[src/pkg/freq_ref_pkg.sv]
// register constants for the frequency reference selector
// assumes a 100 MHz system clock and an AXI4-Lite master
package freq_ref_pkg;
    localparam int CLK_NS          = 10;
    localparam int TICK_NS         = 100_000_000;
    localparam int TICK_CYCLES     = TICK_NS / CLK_NS;
    localparam int FW              = 12;
    localparam int TW              = 13;
    localparam logic [FW-1:0] FREQ_MAX     = 12'hFA0;
    localparam logic [TW-1:0] TIME_MIN     = 13'h0001;
    localparam logic [TW-1:0] TIME_MAX     = 13'h1770;
    localparam logic [9:0]    DCB_CONT     = 10'h3E7;
    localparam logic [2:0] SEL_INTERNAL    = 3'h1;
    localparam logic [2:0] SEL_PRESET_LOW  = 3'h4;
    localparam logic [4:0] FN_PRESET       = 5'h04;
    localparam logic [4:0] FN_RAISE        = 5'h10;
    localparam logic [4:0] FN_LOWER        = 5'h11;
    localparam logic [4:0] FN_JOG          = 5'h02;
    localparam logic [4:0] FN_ALT_RAMP     = 5'h06;
    localparam logic [7:0] OFS_CTRL        = 8'h00;
    localparam logic [7:0] OFS_DIN_FUNC    = 8'h04;
    localparam logic [7:0] OFS_INT_FREQ    = 8'h08;
    localparam logic [7:0] OFS_STORED      = 8'h0C;
    localparam logic [7:0] OFS_PRESET0     = 8'h10;
    localparam logic [7:0] OFS_PRESET7     = 8'h2C;
    localparam logic [7:0] OFS_JOG_FREQ    = 8'h30;
    localparam logic [7:0] OFS_JOG_RAMP    = 8'h34;
    localparam logic [7:0] OFS_DCB_TIME    = 8'h38;
    localparam logic [7:0] OFS_MAX_FREQ    = 8'h3C;
    localparam logic [7:0] OFS_ACCEL1      = 8'h40;
    localparam logic [7:0] OFS_DECEL1      = 8'h44;
    localparam logic [7:0] OFS_ACCEL2      = 8'h48;
    localparam logic [7:0] OFS_DECEL2      = 8'h4C;
    localparam logic [7:0] OFS_STATUS      = 8'h50;
    localparam logic [FW-1:0] RST_INT_FREQ = 12'h258;
    localparam logic [FW-1:0] RST_JOG_FREQ = 12'h064;
    localparam logic [TW-1:0] RST_JOG_RAMP = 13'h0064;
    localparam logic [TW-1:0] RST_RAMP1    = 13'h0064;
    localparam logic [TW-1:0] RST_RAMP2    = 13'h00C8;
    localparam logic [FW-1:0] RST_MAX_FREQ = 12'h258;
    localparam logic [2:0]    RST_SEL      = 3'h1;
    localparam logic [FW-1:0] RST_PRESET [8] = '{12'h000, 12'h032, 12'h064, 12'h0C8,
                                                 12'h12C, 12'h190, 12'h1F4, 12'h258};
    localparam logic [1:0] SRC_EXT         = 2'h0;
    localparam logic [1:0] SRC_INTERNAL    = 2'h1;
    localparam logic [1:0] SRC_PRESET      = 2'h2;
    localparam logic [1:0] SRC_JOG         = 2'h3;
    localparam logic [1:0] RESP_OKAY       = 2'h0;
    localparam logic [1:0] RESP_SLVERR     = 2'h2;
endpackage

[src/frequency_reference_selector.sv]
// frequency command and ramp time selection for a motor drive
// assumes keypad, input terminals and brake request are asynchronous pins
`timescale 1ns/100ps
module frequency_reference_selector #(
    parameter int TICK_CYCLES = freq_ref_pkg::TICK_CYCLES
) (
    input  wire logic                        clk_sys,
    input  wire logic                        rst,
    input  wire logic [7:0]                  s_axi_awaddr,
    input  wire logic                        s_axi_awvalid,
    output logic                             s_axi_awready,
    input  wire logic [31:0]                 s_axi_wdata,
    input  wire logic [3:0]                  s_axi_wstrb,
    input  wire logic                        s_axi_wvalid,
    output logic                             s_axi_wready,
    output logic [1:0]                       s_axi_bresp,
    output logic                             s_axi_bvalid,
    input  wire logic                        s_axi_bready,
    input  wire logic [7:0]                  s_axi_araddr,
    input  wire logic                        s_axi_arvalid,
    output logic                             s_axi_arready,
    output logic [31:0]                      s_axi_rdata,
    output logic [1:0]                       s_axi_rresp,
    output logic                             s_axi_rvalid,
    input  wire logic                        s_axi_rready,
    input  wire logic [3:0]                  digitalIn,
    input  wire logic                        keyUp,
    input  wire logic                        keyDown,
    input  wire logic                        keyEnter,
    input  wire logic                        keyEsc,
    input  wire logic                        programMode,
    input  wire logic                        dcBrakeReq,
    input  wire logic [freq_ref_pkg::FW-1:0] extFreqRef,
    output logic [freq_ref_pkg::FW-1:0]      freqCommand,
    output logic [freq_ref_pkg::TW-1:0]      accelTime,
    output logic [freq_ref_pkg::TW-1:0]      decelTime,
    output logic                             jogActive,
    output logic                             eepromWrite,
    output logic [freq_ref_pkg::FW-1:0]      eepromData,
    output logic                             dcBrakeActive
);
    import freq_ref_pkg::*;

    function automatic logic [31:0] merge(input logic [31:0] old, input logic [31:0] nw,
                                          input logic [3:0] strb);
        logic [31:0] r;
        r = old;
        for (int i = 0; i < 4; i++) begin
            if (strb[i]) begin
                r[8*i +: 8] = nw[8*i +: 8];
            end
        end
        return r;
    endfunction

    function automatic logic [FW-1:0] clampFreq(input logic [31:0] v);
        return (v > 32'(FREQ_MAX)) ? FREQ_MAX : v[FW-1:0];
    endfunction

    function automatic logic [TW-1:0] clampTime(input logic [31:0] v);
        logic [TW-1:0] r;
        r = (v > 32'(TIME_MAX)) ? TIME_MAX : v[TW-1:0];
        return (r < TIME_MIN) ? TIME_MIN : r;
    endfunction

    // pin synchronisers
    logic [9:0] syncA;
    logic [9:0] syncB;
    logic [9:0] syncPrev;
    always_ff @(posedge clk_sys) begin
        if (rst) begin
            syncA    <= '0;
            syncB    <= '0;
            syncPrev <= '0;
        end else begin
            syncA    <= {dcBrakeReq, programMode, keyEsc, keyEnter, keyDown, keyUp, digitalIn};
            syncB    <= syncA;
            syncPrev <= syncB;
        end
    end
    logic [3:0] din;
    logic       upPress;
    logic       downPress;
    logic       enterPress;
    logic       escPress;
    logic       progSync;
    logic       brakeReq;
    logic       brakeRise;
    assign din        = syncB[3:0];
    assign upPress    = syncB[4] & ~syncPrev[4];
    assign downPress  = syncB[5] & ~syncPrev[5];
    assign enterPress = syncB[6] & ~syncPrev[6];
    assign escPress   = syncB[7] & ~syncPrev[7];
    assign progSync   = syncB[8];
    assign brakeReq   = syncB[9];
    assign brakeRise  = syncB[9] & ~syncPrev[9];

    // 0.1 s tick
    logic [31:0] tickCount;
    logic        tick;
    always_ff @(posedge clk_sys) begin
        if (rst) begin
            tickCount <= '0;
            tick      <= 1'b0;
        end else if (tickCount >= 32'(TICK_CYCLES - 1)) begin
            tickCount <= '0;
            tick      <= 1'b1;
        end else begin
            tickCount <= tickCount + 32'd1;
            tick      <= 1'b0;
        end
    end

    // settings
    logic [2:0]    speedRefSel;
    logic [4:0]    dinFunc [4];
    logic [FW-1:0] presetFreq [8];
    logic [FW-1:0] jogFreq;
    logic [TW-1:0] jogRamp;
    logic [9:0]    dcBrakeDuration;
    logic [FW-1:0] maxFreq;
    logic [TW-1:0] accel1;
    logic [TW-1:0] decel1;
    logic [TW-1:0] accel2;
    logic [TW-1:0] decel2;
    logic [FW-1:0] internalFreq;
    logic [FW-1:0] storedFreq;

    // write channel: address and data taken in either order
    logic          awHeld;
    logic          wHeld;
    logic [7:0]    awAddr;
    logic [31:0]   wData;
    logic [3:0]    wStrb;
    logic          doWrite;
    logic [31:0]   wordNow;
    logic          hitW;
    assign doWrite = awHeld & wHeld & ~s_axi_bvalid;

    function automatic logic mapped(input logic [7:0] a);
        return (a[1:0] == 2'h0) && (a <= OFS_STATUS);
    endfunction

    always_ff @(posedge clk_sys) begin
        if (rst) begin
            awHeld        <= 1'b0;
            wHeld         <= 1'b0;
            awAddr        <= '0;
            wData         <= '0;
            wStrb         <= '0;
            s_axi_awready <= 1'b0;
            s_axi_wready  <= 1'b0;
            s_axi_bvalid  <= 1'b0;
            s_axi_bresp   <= RESP_OKAY;
        end else begin
            s_axi_awready <= ~awHeld & ~(s_axi_awvalid & s_axi_awready) & ~doWrite & ~s_axi_bvalid;
            s_axi_wready  <= ~wHeld & ~(s_axi_wvalid & s_axi_wready) & ~doWrite & ~s_axi_bvalid;
            if (s_axi_awvalid && s_axi_awready) begin
                awHeld <= 1'b1;
                awAddr <= s_axi_awaddr;
            end
            if (s_axi_wvalid && s_axi_wready) begin
                wHeld <= 1'b1;
                wData <= s_axi_wdata;
                wStrb <= s_axi_wstrb;
            end
            if (doWrite) begin
                awHeld       <= 1'b0;
                wHeld        <= 1'b0;
                s_axi_bvalid <= 1'b1;
                s_axi_bresp  <= mapped(awAddr) ? RESP_OKAY : RESP_SLVERR;
            end else if (s_axi_bvalid && s_axi_bready) begin
                s_axi_bvalid <= 1'b0;
            end
        end
    end

    // current contents of the addressed word, for byte-lane merging
    logic [31:0] readWord;
    logic [31:0] statusWord;
    function automatic logic [31:0] regWord(input logic [7:0] a);
        logic [31:0] r;
        r = '0;
        if (a >= OFS_PRESET0 && a <= OFS_PRESET7) begin
            r = 32'(presetFreq[3'(a[7:2] - 6'h04)]);
        end else begin
            case (a)
                OFS_CTRL:     r = 32'(speedRefSel);
                OFS_DIN_FUNC: r = {3'h0, dinFunc[3], 3'h0, dinFunc[2], 3'h0, dinFunc[1], 3'h0, dinFunc[0]};
                OFS_INT_FREQ: r = 32'(internalFreq);
                OFS_STORED:   r = 32'(storedFreq);
                OFS_JOG_FREQ: r = 32'(jogFreq);
                OFS_JOG_RAMP: r = 32'(jogRamp);
                OFS_DCB_TIME: r = 32'(dcBrakeDuration);
                OFS_MAX_FREQ: r = 32'(maxFreq);
                OFS_ACCEL1:   r = 32'(accel1);
                OFS_DECEL1:   r = 32'(decel1);
                OFS_ACCEL2:   r = 32'(accel2);
                OFS_DECEL2:   r = 32'(decel2);
                OFS_STATUS:   r = statusWord;
                default:      r = '0;
            endcase
        end
        return r;
    endfunction
    assign wordNow = merge(regWord(awAddr), wData, wStrb);
    assign hitW    = doWrite & mapped(awAddr);

    // configuration registers
    always_ff @(posedge clk_sys) begin
        if (rst) begin
            speedRefSel     <= RST_SEL;
            for (int i = 0; i < 4; i++) begin
                dinFunc[i] <= '0;
            end
            for (int i = 0; i < 8; i++) begin
                presetFreq[i] <= RST_PRESET[i];
            end
            jogFreq         <= RST_JOG_FREQ;
            jogRamp         <= RST_JOG_RAMP;
            dcBrakeDuration <= '0;
            maxFreq         <= RST_MAX_FREQ;
            accel1          <= RST_RAMP1;
            decel1          <= RST_RAMP1;
            accel2          <= RST_RAMP2;
            decel2          <= RST_RAMP2;
        end else if (hitW) begin
            if (awAddr >= OFS_PRESET0 && awAddr <= OFS_PRESET7) begin
                presetFreq[3'(awAddr[7:2] - 6'h04)] <= clampFreq(wordNow);
            end
            case (awAddr)
                OFS_CTRL:     speedRefSel <= wordNow[2:0];
                OFS_DIN_FUNC: begin
                    for (int i = 0; i < 4; i++) begin
                        dinFunc[i] <= wordNow[8*i +: 5];
                    end
                end
                OFS_JOG_FREQ: jogFreq <= clampFreq(wordNow);
                OFS_JOG_RAMP: jogRamp <= clampTime(wordNow);
                OFS_DCB_TIME: dcBrakeDuration <= (wordNow > 32'(DCB_CONT)) ? DCB_CONT : wordNow[9:0];
                OFS_MAX_FREQ: maxFreq <= clampFreq(wordNow);
                OFS_ACCEL1:   accel1 <= clampTime(wordNow);
                OFS_DECEL1:   decel1 <= clampTime(wordNow);
                OFS_ACCEL2:   accel2 <= clampTime(wordNow);
                OFS_DECEL2:   decel2 <= clampTime(wordNow);
                default:      ;
            endcase
        end
    end

    // input function decode
    logic [3:0] fnRaise;
    logic [3:0] fnLower;
    logic [3:0] fnJog;
    logic [3:0] fnAlt;
    logic [2:0] fnPreset;
    always_comb begin
        for (int i = 0; i < 4; i++) begin
            fnRaise[i] = (dinFunc[i] == FN_RAISE);
            fnLower[i] = (dinFunc[i] == FN_LOWER);
            fnJog[i]   = (dinFunc[i] == FN_JOG);
            fnAlt[i]   = (dinFunc[i] == FN_ALT_RAMP);
        end
        for (int i = 0; i < 3; i++) begin
            fnPreset[i] = (dinFunc[i] == FN_PRESET);
        end
    end
    logic       mopConfigured;
    logic       raiseOn;
    logic       lowerOn;
    logic [2:0] presetIdx;
    logic       presetOn;
    logic       jogOn;
    logic       altRampOn;
    assign mopConfigured = |(fnRaise | fnLower);
    assign raiseOn       = |(fnRaise & din);
    assign lowerOn       = |(fnLower & din);
    assign presetIdx     = fnPreset & din[2:0];
    assign presetOn      = |presetIdx;
    assign jogOn         = |(fnJog & din);
    assign altRampOn     = |(fnAlt & din);

    // internal frequency: keypad, remote raise/lower, commit and discard
    logic adjustEnabled;
    assign adjustEnabled = progSync && (speedRefSel == SEL_INTERNAL);
    always_ff @(posedge clk_sys) begin
        if (rst) begin
            internalFreq <= RST_INT_FREQ;
            storedFreq   <= RST_INT_FREQ;
            eepromWrite  <= 1'b0;
            eepromData   <= RST_INT_FREQ;
        end else begin
            eepromWrite <= 1'b0;
            if (hitW && awAddr == OFS_INT_FREQ) begin
                internalFreq <= clampFreq(wordNow);
                storedFreq   <= clampFreq(wordNow);
            end else if (adjustEnabled && enterPress) begin
                storedFreq  <= internalFreq;
                eepromWrite <= 1'b1;
                eepromData  <= internalFreq;
            end else if (adjustEnabled && escPress) begin
                internalFreq <= storedFreq;
            end else if (adjustEnabled && upPress && internalFreq < FREQ_MAX) begin
                internalFreq <= internalFreq + 12'h001;
            end else if (adjustEnabled && downPress && internalFreq != '0) begin
                internalFreq <= internalFreq - 12'h001;
            end else if (tick && raiseOn && !lowerOn && internalFreq < FREQ_MAX) begin
                internalFreq <= internalFreq + 12'h001;
            end else if (tick && lowerOn && !raiseOn && internalFreq != '0) begin
                internalFreq <= internalFreq - 12'h001;
            end
        end
    end

    // command source and ramp pair
    logic [FW-1:0] next_freqCommand;
    logic [TW-1:0] next_accelTime;
    logic [TW-1:0] next_decelTime;
    logic [1:0]    next_source;
    logic          useRamp2;
    always_comb begin
        useRamp2 = altRampOn;
        if (jogOn) begin
            next_freqCommand = (jogFreq > maxFreq) ? maxFreq : jogFreq;
            next_source      = SRC_JOG;
        end else if (presetOn) begin
            next_freqCommand = presetFreq[presetIdx];
            next_source      = SRC_PRESET;
            useRamp2         = altRampOn | presetIdx[1];
        end else if (speedRefSel == SEL_PRESET_LOW) begin
            next_freqCommand = presetFreq[0];
            next_source      = SRC_PRESET;
        end else if (speedRefSel == SEL_INTERNAL || mopConfigured) begin
            next_freqCommand = internalFreq;
            next_source      = SRC_INTERNAL;
        end else begin
            next_freqCommand = clampFreq(32'(extFreqRef));
            next_source      = SRC_EXT;
        end
        if (jogOn) begin
            next_accelTime = jogRamp;
            next_decelTime = jogRamp;
        end else if (useRamp2) begin
            next_accelTime = accel2;
            next_decelTime = decel2;
        end else begin
            next_accelTime = accel1;
            next_decelTime = decel1;
        end
    end

    logic [1:0] source;
    logic       rampPair2;
    always_ff @(posedge clk_sys) begin
        if (rst) begin
            freqCommand <= RST_INT_FREQ;
            accelTime   <= RST_RAMP1;
            decelTime   <= RST_RAMP1;
            jogActive   <= 1'b0;
            source      <= SRC_INTERNAL;
            rampPair2   <= 1'b0;
        end else begin
            freqCommand <= next_freqCommand;
            accelTime   <= next_accelTime;
            decelTime   <= next_decelTime;
            jogActive   <= jogOn;
            source      <= next_source;
            rampPair2   <= useRamp2 & ~jogOn;
        end
    end

    // brake injection timer in 0.1 s steps
    logic [9:0] brakeCount;
    always_ff @(posedge clk_sys) begin
        if (rst) begin
            brakeCount    <= '0;
            dcBrakeActive <= 1'b0;
        end else if (!brakeReq || dcBrakeDuration == '0) begin
            brakeCount    <= '0;
            dcBrakeActive <= 1'b0;
        end else if (brakeRise) begin
            brakeCount    <= '0;
            dcBrakeActive <= 1'b1;
        end else if (dcBrakeActive && dcBrakeDuration != DCB_CONT && tick) begin
            brakeCount <= brakeCount + 10'h001;
            if (brakeCount + 10'h001 >= dcBrakeDuration) begin
                dcBrakeActive <= 1'b0;
            end
        end
    end

    // read channel
    assign statusWord = {11'h0, dcBrakeActive, jogActive, rampPair2, source, 4'h0, freqCommand};
    assign readWord   = regWord(s_axi_araddr);
    always_ff @(posedge clk_sys) begin
        if (rst) begin
            s_axi_arready <= 1'b0;
            s_axi_rvalid  <= 1'b0;
            s_axi_rdata   <= '0;
            s_axi_rresp   <= RESP_OKAY;
        end else begin
            s_axi_arready <= ~s_axi_rvalid & ~(s_axi_arvalid & s_axi_arready);
            if (s_axi_arvalid && s_axi_arready) begin
                s_axi_rvalid <= 1'b1;
                s_axi_rdata  <= mapped(s_axi_araddr) ? readWord : 32'h0;
                s_axi_rresp  <= mapped(s_axi_araddr) ? RESP_OKAY : RESP_SLVERR;
            end else if (s_axi_rvalid && s_axi_rready) begin
                s_axi_rvalid <= 1'b0;
            end
        end
    end
endmodule

[config.mk]
export PLATFORM = sky130hd
export DESIGN_NAME = frequency_reference_selector
export DESIGN_NICKNAME = d
export VERILOG_FILES = /design/src/pkg/freq_ref_pkg.sv /design/src/frequency_reference_selector.sv
export SDC_FILE = /design/constraint.sdc
export NUM_CORES = 1
export LEC_CHECK = 0
export BUFFER_PORTS_ARGS = -buffer_cell sky130_fd_sc_hd__buf_2
export CAP_MARGIN = 10
export CORE_UTILIZATION = 45
export CTS_BUF_LIST = sky130_fd_sc_hd__clkbuf_4
export DETAILED_ROUTE_END_ITERATION = 6
export MAX_ROUTING_LAYER = met4
export PLACE_DENSITY = 0.6
export RECOVER_POWER = 100
export REMOVE_ABC_BUFFERS = 1
export SYNTH_ARGS = -nofsm -noshare
export SYNTH_HDL_FRONTEND = slang
export SYNTH_SLANG_ARGS = --single-unit
[constraint.sdc]
create_clock -name clk_sys -period 4.3 [get_ports clk_sys]
set_clock_uncertainty 0.05 [all_clocks]
set_input_delay 0.86 -clock clk_sys [delete_from_list [all_inputs] [get_ports clk_sys]]
set_output_delay 0.86 -clock clk_sys [all_outputs]
set_load 0.05 [all_outputs]
# ---- Word-level counts from Yosys, hierarchy flattened
# Memories as Yosys holds them, arrays and structs flattened.
# Cells that the tools add are included.
dict set report classes {
  n_addsub 6
  multipliers 0
  div 0
  n_lt_le_gt_ge 15
  n_eq_ne 47
  shift 0
  mux 66
  n_bitwise 45
  reduce_logical 67
}
# cell n
set ops {}
lappend ops {{29-bit case mux with 13 select lines} 2}
lappend ops {{12-bit 2-to-1 mux} 17}
lappend ops {{8-bit by 7-bit equality test with 1-bit output, second input constant} 10}
lappend ops {{13-bit 2-to-1 mux} 6}
lappend ops {{8-bit by 6-bit equality test with 1-bit output, second input constant} 8}
lappend ops {{29-bit 2-to-1 mux} 2}
lappend ops {{5-bit equality test, second input constant} 8}
lappend ops {{5-bit by 3-bit equality test with 1-bit output, second input constant} 7}
lappend ops {{32-bit by 1-bit adder with 32-bit output, second input constant} 1}
lappend ops {{8-bit by 4-bit equality test with 1-bit output, second input constant} 4}
lappend ops {{32-bit by 24-bit greater-or-equal comparator with 1-bit output, second input constant} 1}
lappend ops {{32-bit by 10-bit greater-than comparator with 1-bit output, second input constant} 1}
lappend ops {{32-bit by 12-bit greater-than comparator with 1-bit output, second input constant} 1}
lappend ops {{32-bit by 13-bit greater-than comparator with 1-bit output, second input constant} 1}
lappend ops {{32-bit 2-to-1 mux} 1}
lappend ops {{8-bit 2-to-1 mux} 4}
lappend ops {{1-bit logical AND} 25}
lappend ops {{2-bit AND reduction} 12}
lappend ops {{1-bit 2-to-1 mux} 23}
lappend ops {{5-bit by 2-bit equality test with 1-bit output, second input constant} 4}
lappend ops {{5-bit 2-to-1 mux} 4}
lappend ops {{4-bit OR reduction} 5}
lappend ops {{1-bit AND} 19}
lappend ops {{4-bit AND} 4}
lappend ops {{other kinds (36)} 76}
dict set report word_totals {
  register_bits 342
  latch_bits 0
  mem_bits_rw 116
  romBits 0
  word_cells 288
  memories 2
}
# name words word_bits rd rd_clocked_by_memory_dff wr line
set mem_list {}
lappend mem_list {presetFreq 8 12 4 0 8 frequency_reference_selector.sv:117} ;# logic [FW-1:0] presetFreq [8];
lappend mem_list {dinFunc 4 5 4 0 4 frequency_reference_selector.sv:116} ;# logic [4:0] dinFunc [4];

# ---- Longest topological paths before layout
# An unclocked memory read counts as a cell.
dict set report depth {
  ltp_word 14
  mapped_depth 14
  depth_no_buf 11
}

# ---- Worst setup path before layout
# No wires, ideal clock.
dict set report synth_timing {
  path_type {flip-flop to flip-flop}
  start {register awAddr[3]}
  end {memory presetFreq[0][0] (enable)}
  arrival_ps 2846
  required_time_ps 3900
  slack_ps 1054
  stages_incl_launch_ff 13
  path_cell_list {dfxtp_1 buf_4 buf_2 buf_2 o41a_1 o21ai_1 and3_1 clkbuf_1 nand2_1 nor4b_2 nand2_1 clkbuf_1 nand2_1}
}
# item line
set synth_lines {}
lappend synth_lines {{start: declaration} frequency_reference_selector.sv:132} ;# logic [7:0] awAddr;
lappend synth_lines {{start signal: assignment} frequency_reference_selector.sv:160} ;# awAddr <= s_axi_awaddr;
lappend synth_lines {{end: declaration} frequency_reference_selector.sv:117}

# ---- Worst setup path after layout
dict set report layout_timing {
  start {register awAddr[6]}
  end {register jogRamp[0]}
}
dict set report layout_via {
  elab_chain_len 8
  elab_cells_between_ends 30
}
# item line
set layout_lines {}
lappend layout_lines {{8-bit by 5-bit greater-or-equal comparator with 1-bit output, or another cell as far along} frequency_reference_selector.sv:184} ;# if (a >= OFS_PRESET0 && a <= OFS_PRESET7) begin
lappend layout_lines {{1-bit logical AND / 29-bit case mux with 13 select lines (equally long branches)} {frequency_reference_selector.sv:184, frequency_reference_selector.sv:187}}
lappend layout_lines {{29-bit 2-to-1 mux} frequency_reference_selector.sv:184}
lappend layout_lines {{8-bit 2-to-1 mux} frequency_reference_selector.sv:49} ;# if (strb[i]) begin
lappend layout_lines {{32-bit by 13-bit greater-than comparator with 1-bit output} frequency_reference_selector.sv:62} ;# r = (v > 32'(TIME_MAX)) ? TIME_MAX : v[TW-1:0];
lappend layout_lines {{13-bit 2-to-1 mux} frequency_reference_selector.sv:62}
lappend layout_lines {{13-bit by 1-bit less-than comparator with 1-bit output} frequency_reference_selector.sv:63} ;# return (r < TIME_MIN) ? TIME_MIN : r;
lappend layout_lines {{13-bit 2-to-1 mux} frequency_reference_selector.sv:63}
lappend layout_lines {{end signal: assignment} frequency_reference_selector.sv:239} ;# OFS_JOG_RAMP: jogRamp <= clampTime(wordNow);
lappend layout_lines {{end: declaration} frequency_reference_selector.sv:119} ;# logic [TW-1:0] jogRamp;
# Several ways; a longest one is shown, not always the timed one.
# A chain may end at the register's enable or synchronous reset.

==> out/qor.csv <==
stage,metric,value,unit
die,core_area,51300,um^2
critical_path,slowest_stage,dfxtp_1,
critical_path,crit_arrival,5.01,ns
yosys,yosys.area_share.simple,20.0,%
clock_tree,root_buffer,clkbuf_4,
critical_path,cp-end-kind,register,
die,die_w,230,um
yosys,yosys.area_share.adder,1.45,%
layout,final_util,52.7,%
layout,stdcell_area,27000,um^2
clock_tree,cts_tree,yes,
layout,most-common-layout-cells,"nand2_1 (331), dfxtp_1 (324), nor2_1 (295)",
layout,syn_to_final_growth,15.8,%
yosys,muxShareOfSynthArea,10.4,%
grt,groute.usage.overall,42.0,%
route,via_per_inst,6.44,
critical_path,start_kind,register,
sta,max_freq,0.237,GHz
yosys,synth-xor-area-share,1.61,%
clock_tree,cts.sinks,442,
yosys,synthArstFlopShare,0,%
route,drcViolationCount,0,
pwr,power,9690,uW
route,vias,23252,
sta,relSlewSlack,-20.2,%
run_status,violations,"capacitance limit, slew limit",
yosys,synth_area,23400,um^2
layout,fillers,4894,
placed_design,placed_area,25700,um^2
sta,tightest_slew,1.80,ns
critical_path,worst_path_most_repeated_cell,buf_4,
yosys,synth_top_family_by_area,simple AND/OR/NAND/NOR gates,
pwr,peakVddDrop,306,uV
yosys,syn-instance-count,2555,
yosys,synth_compound_area_share,18.9,%
placed_design,dp_hpwl,83.0,mm
placed_design,numPortBuffers,163,
worst_hold_path,holdCritPathClass,in -> reg,
clock_tree,clkLatencyLatePin,0.97,ns
yosys,synth-seq-area-share,42.9,%
grt,grt_pass1_vias,21775,
critical_path,cp_max_fo,18,
layout,drive_gt1_share,18.6,%
critical_path,path_cells,buf_4 > nand4bb_1 > buf_4 > nor2_1 > a221oi_1 > nand4_1 > o21ai_0 > nand2_1 > o32ai_1 > clkbuf_2 > a31o_1,
job,max_cap_viol_count,1,
route,postRouteAntennaNets,0,
critical_path,path_delay_family,compound AO/OA/AOI/OAI gates,
sta,drv_slew,41,
critical_path,cp_num_buf_inv,3,
route,wl_per_cell,30.3,um
die,num_io_pins,175,
critical_path,cpPeakStageDelay,0.89,ns
clock_tree,clk_path_buf_depth,3,
critical_path,path_class,reg -> reg,
sta,hold_viol_final,0,
route,dr.pass1.iters,6,
grt,grt_pass1_wl,155,mm
clock_tree,cts_hold_buffers,0,
yosys,synth_cell_types,93,
critical_path,worstPathRequired,5.09,ns
yosys,synth_edf_count,116,
layout,fin_nets,2931,
route,routed_wl,109,mm
sta,setup_viol,0,
die,die_h,230,um
run_status,status,"finished, violations left",
yosys,avgSynthCellArea,9.14,um^2
clock_tree,cts-buffers-inserted,116,
sta,period_minus_slack,4.22,ns
sta,rsz0062_at_grt,false,
yosys,yosys_warnings,0,
die,start_util,45.5,%
die,num_rows,83,
pwr,power_density,358,nW/um^2
pwr,leakage,0.00970,uW
clock_tree,path_clk_slew,0.07,ns
layout,final_common_cell,nand2_1,
placed_design,place_congestion,1.08,
die,dieArea,52800,um^2
yosys,ys_seq_elements,442,
sta,fin_crit_sh,98.1,%
clock_tree,h-tree-depth,3,
route,dr.first_iter.drc_count,3079,
grt,antenna_found_initial,6,
grt,grt_max_degree,115,
grt,overflow,0,
yosys,synthFlopType,dfxtp_1,
==> per-stage QoR <==
stage	hold WS [ns]	setup TNS, ns	cells	worst slack [ns]
2_1_floorplan	0.364	-181.12	2360	-1.68
3_3_place_gp	0.368	0	3381	0.0149
3_5_place_dp	0.375	0	3382	0.0933
4_1_cts	0.00218	0	3598	0.0733
5_1_grt	0.0895	0	3607	0.0223
6_report	0.0450	0	3608	0.0815
==> worst paths after layout <==
kind,slack (ns),endpoint,startpoint,depth (start not counted)
min reg2reg,0.38,syncB[9],syncA[9],1
min,0.05,s_axi_arready,s_axi_arvalid,2
max reg2reg,0.08,jogRamp[0],awAddr[6],11
max,0.08,jogRamp[0],awAddr[6],11
==> worst register-to-register path, stage by stage, from the launching register on <==
cell and delay [ns]:
dfxtp_1 0.89, buf_4 0.32, nand4bb_1 0.16, buf_4 0.21, nor2_1 0.15, a221oi_1 0.49
nand4_1 0.37, o21ai_0 0.30, nand2_1 0.09, o32ai_1 0.65, clkbuf_2 0.31, a31o_1 0.16
==> cell type report <==
type / count / area (um^2) / share of cell area [%]
antenna: 7 / 17.5 / 0.0648
timing repair buffer: 345 / 2090 / 7.75
multi-input combinational: 1871 / 12300 / 45.6
tap: 680 / 851 / 3.15
clock inverter: 36 / 214 / 0.791
inverter: 47 / 176 / 0.652
sequential: 442 / 10000 / 37.0
clock buffer: 180 / 1350 / 5.00
==> report_power, final <==
part | switching [uW] | internal (uW) | total, uW
Combinational | 967 | 394 | 1360
Clock | 1850 | 2030 | 3880
Sequential | 109 | 4340 | 4450
Total | 2930 | 6760 | 9690
==> flip-flops by register name (all words and copies together) (netlist names), 13 cells and up <==
signal / flops
decel1: 13
s_axi_rdata: 23
accelTime: 13
jogRamp: 13
tickCount: 32
decelTime: 13
accel2: 13
accel1: 13
decel2: 13
dinFunc: 20
wData: 32
presetFreq: 96
==> Yosys cell counts, drive strengths merged (16+ instances only) <==
cell | count | area (um^2)
nor2 | 297 | 1110
a311oi | 24 | 216
nand2b | 18 | 113
and3 | 39 | 244
nand4 | 21 | 131
clkbuf | 152 | 571
dfxtp | 326 | 6530
o31ai | 16 | 134
a21oi | 148 | 741
nand2 | 331 | 1240
ha | 27 | 338
a32oi | 18 | 158
nand3 | 75 | 375
a222oi | 16 | 160
a211oi | 35 | 263
mux2i | 92 | 921
inv | 46 | 173
a221oi | 42 | 374
xnor2 | 16 | 140
xor2 | 27 | 236
a22oi | 63 | 473
mux4 | 59 | 1330
nor2b | 37 | 231
a31oi | 26 | 163
a22o | 20 | 175
o211ai | 22 | 165
nor3 | 56 | 280
and2 | 29 | 181
buf | 61 | 378
edfxtp | 116 | 3480
o21ai | 73 | 380
==> repair_timing <==
action,4_1_cts,5_1_grt
setup buffers,0,0
endpoints found under the setup margin,0,18
resized for setup,0,2
==> layer usage <==
layer | track usage [%] | routed length (um) | up-vias
met5 | - | 0 | -
met4 | 24.3 | 6830 | 0
met3 | 9.47 | 11700 | 344
met2 | 60.4 | 47000 | 1447
met1 | 54.0 | 43600 | 11386
li1 | - | - | 10075
==> cells by family (layout without fill, tap and decap cells) <==
| family | after synthesis | in the layout |
|---|---|---|
| AND/OR/NAND/NOR | 998 | 998 |
| AO/OA/AOI/OAI | 618 | 618 |
| flip-flops | 442 | 442 |
| buffers and inverters | 260 | 608 |
| multiplexers | 166 | 166 |
| XOR/XNOR | 43 | 43 |
| adder cells (fa/ha/maj) | 27 | 27 |
| other | 1 | 26 |
Power figures use the tool's default switching activity.
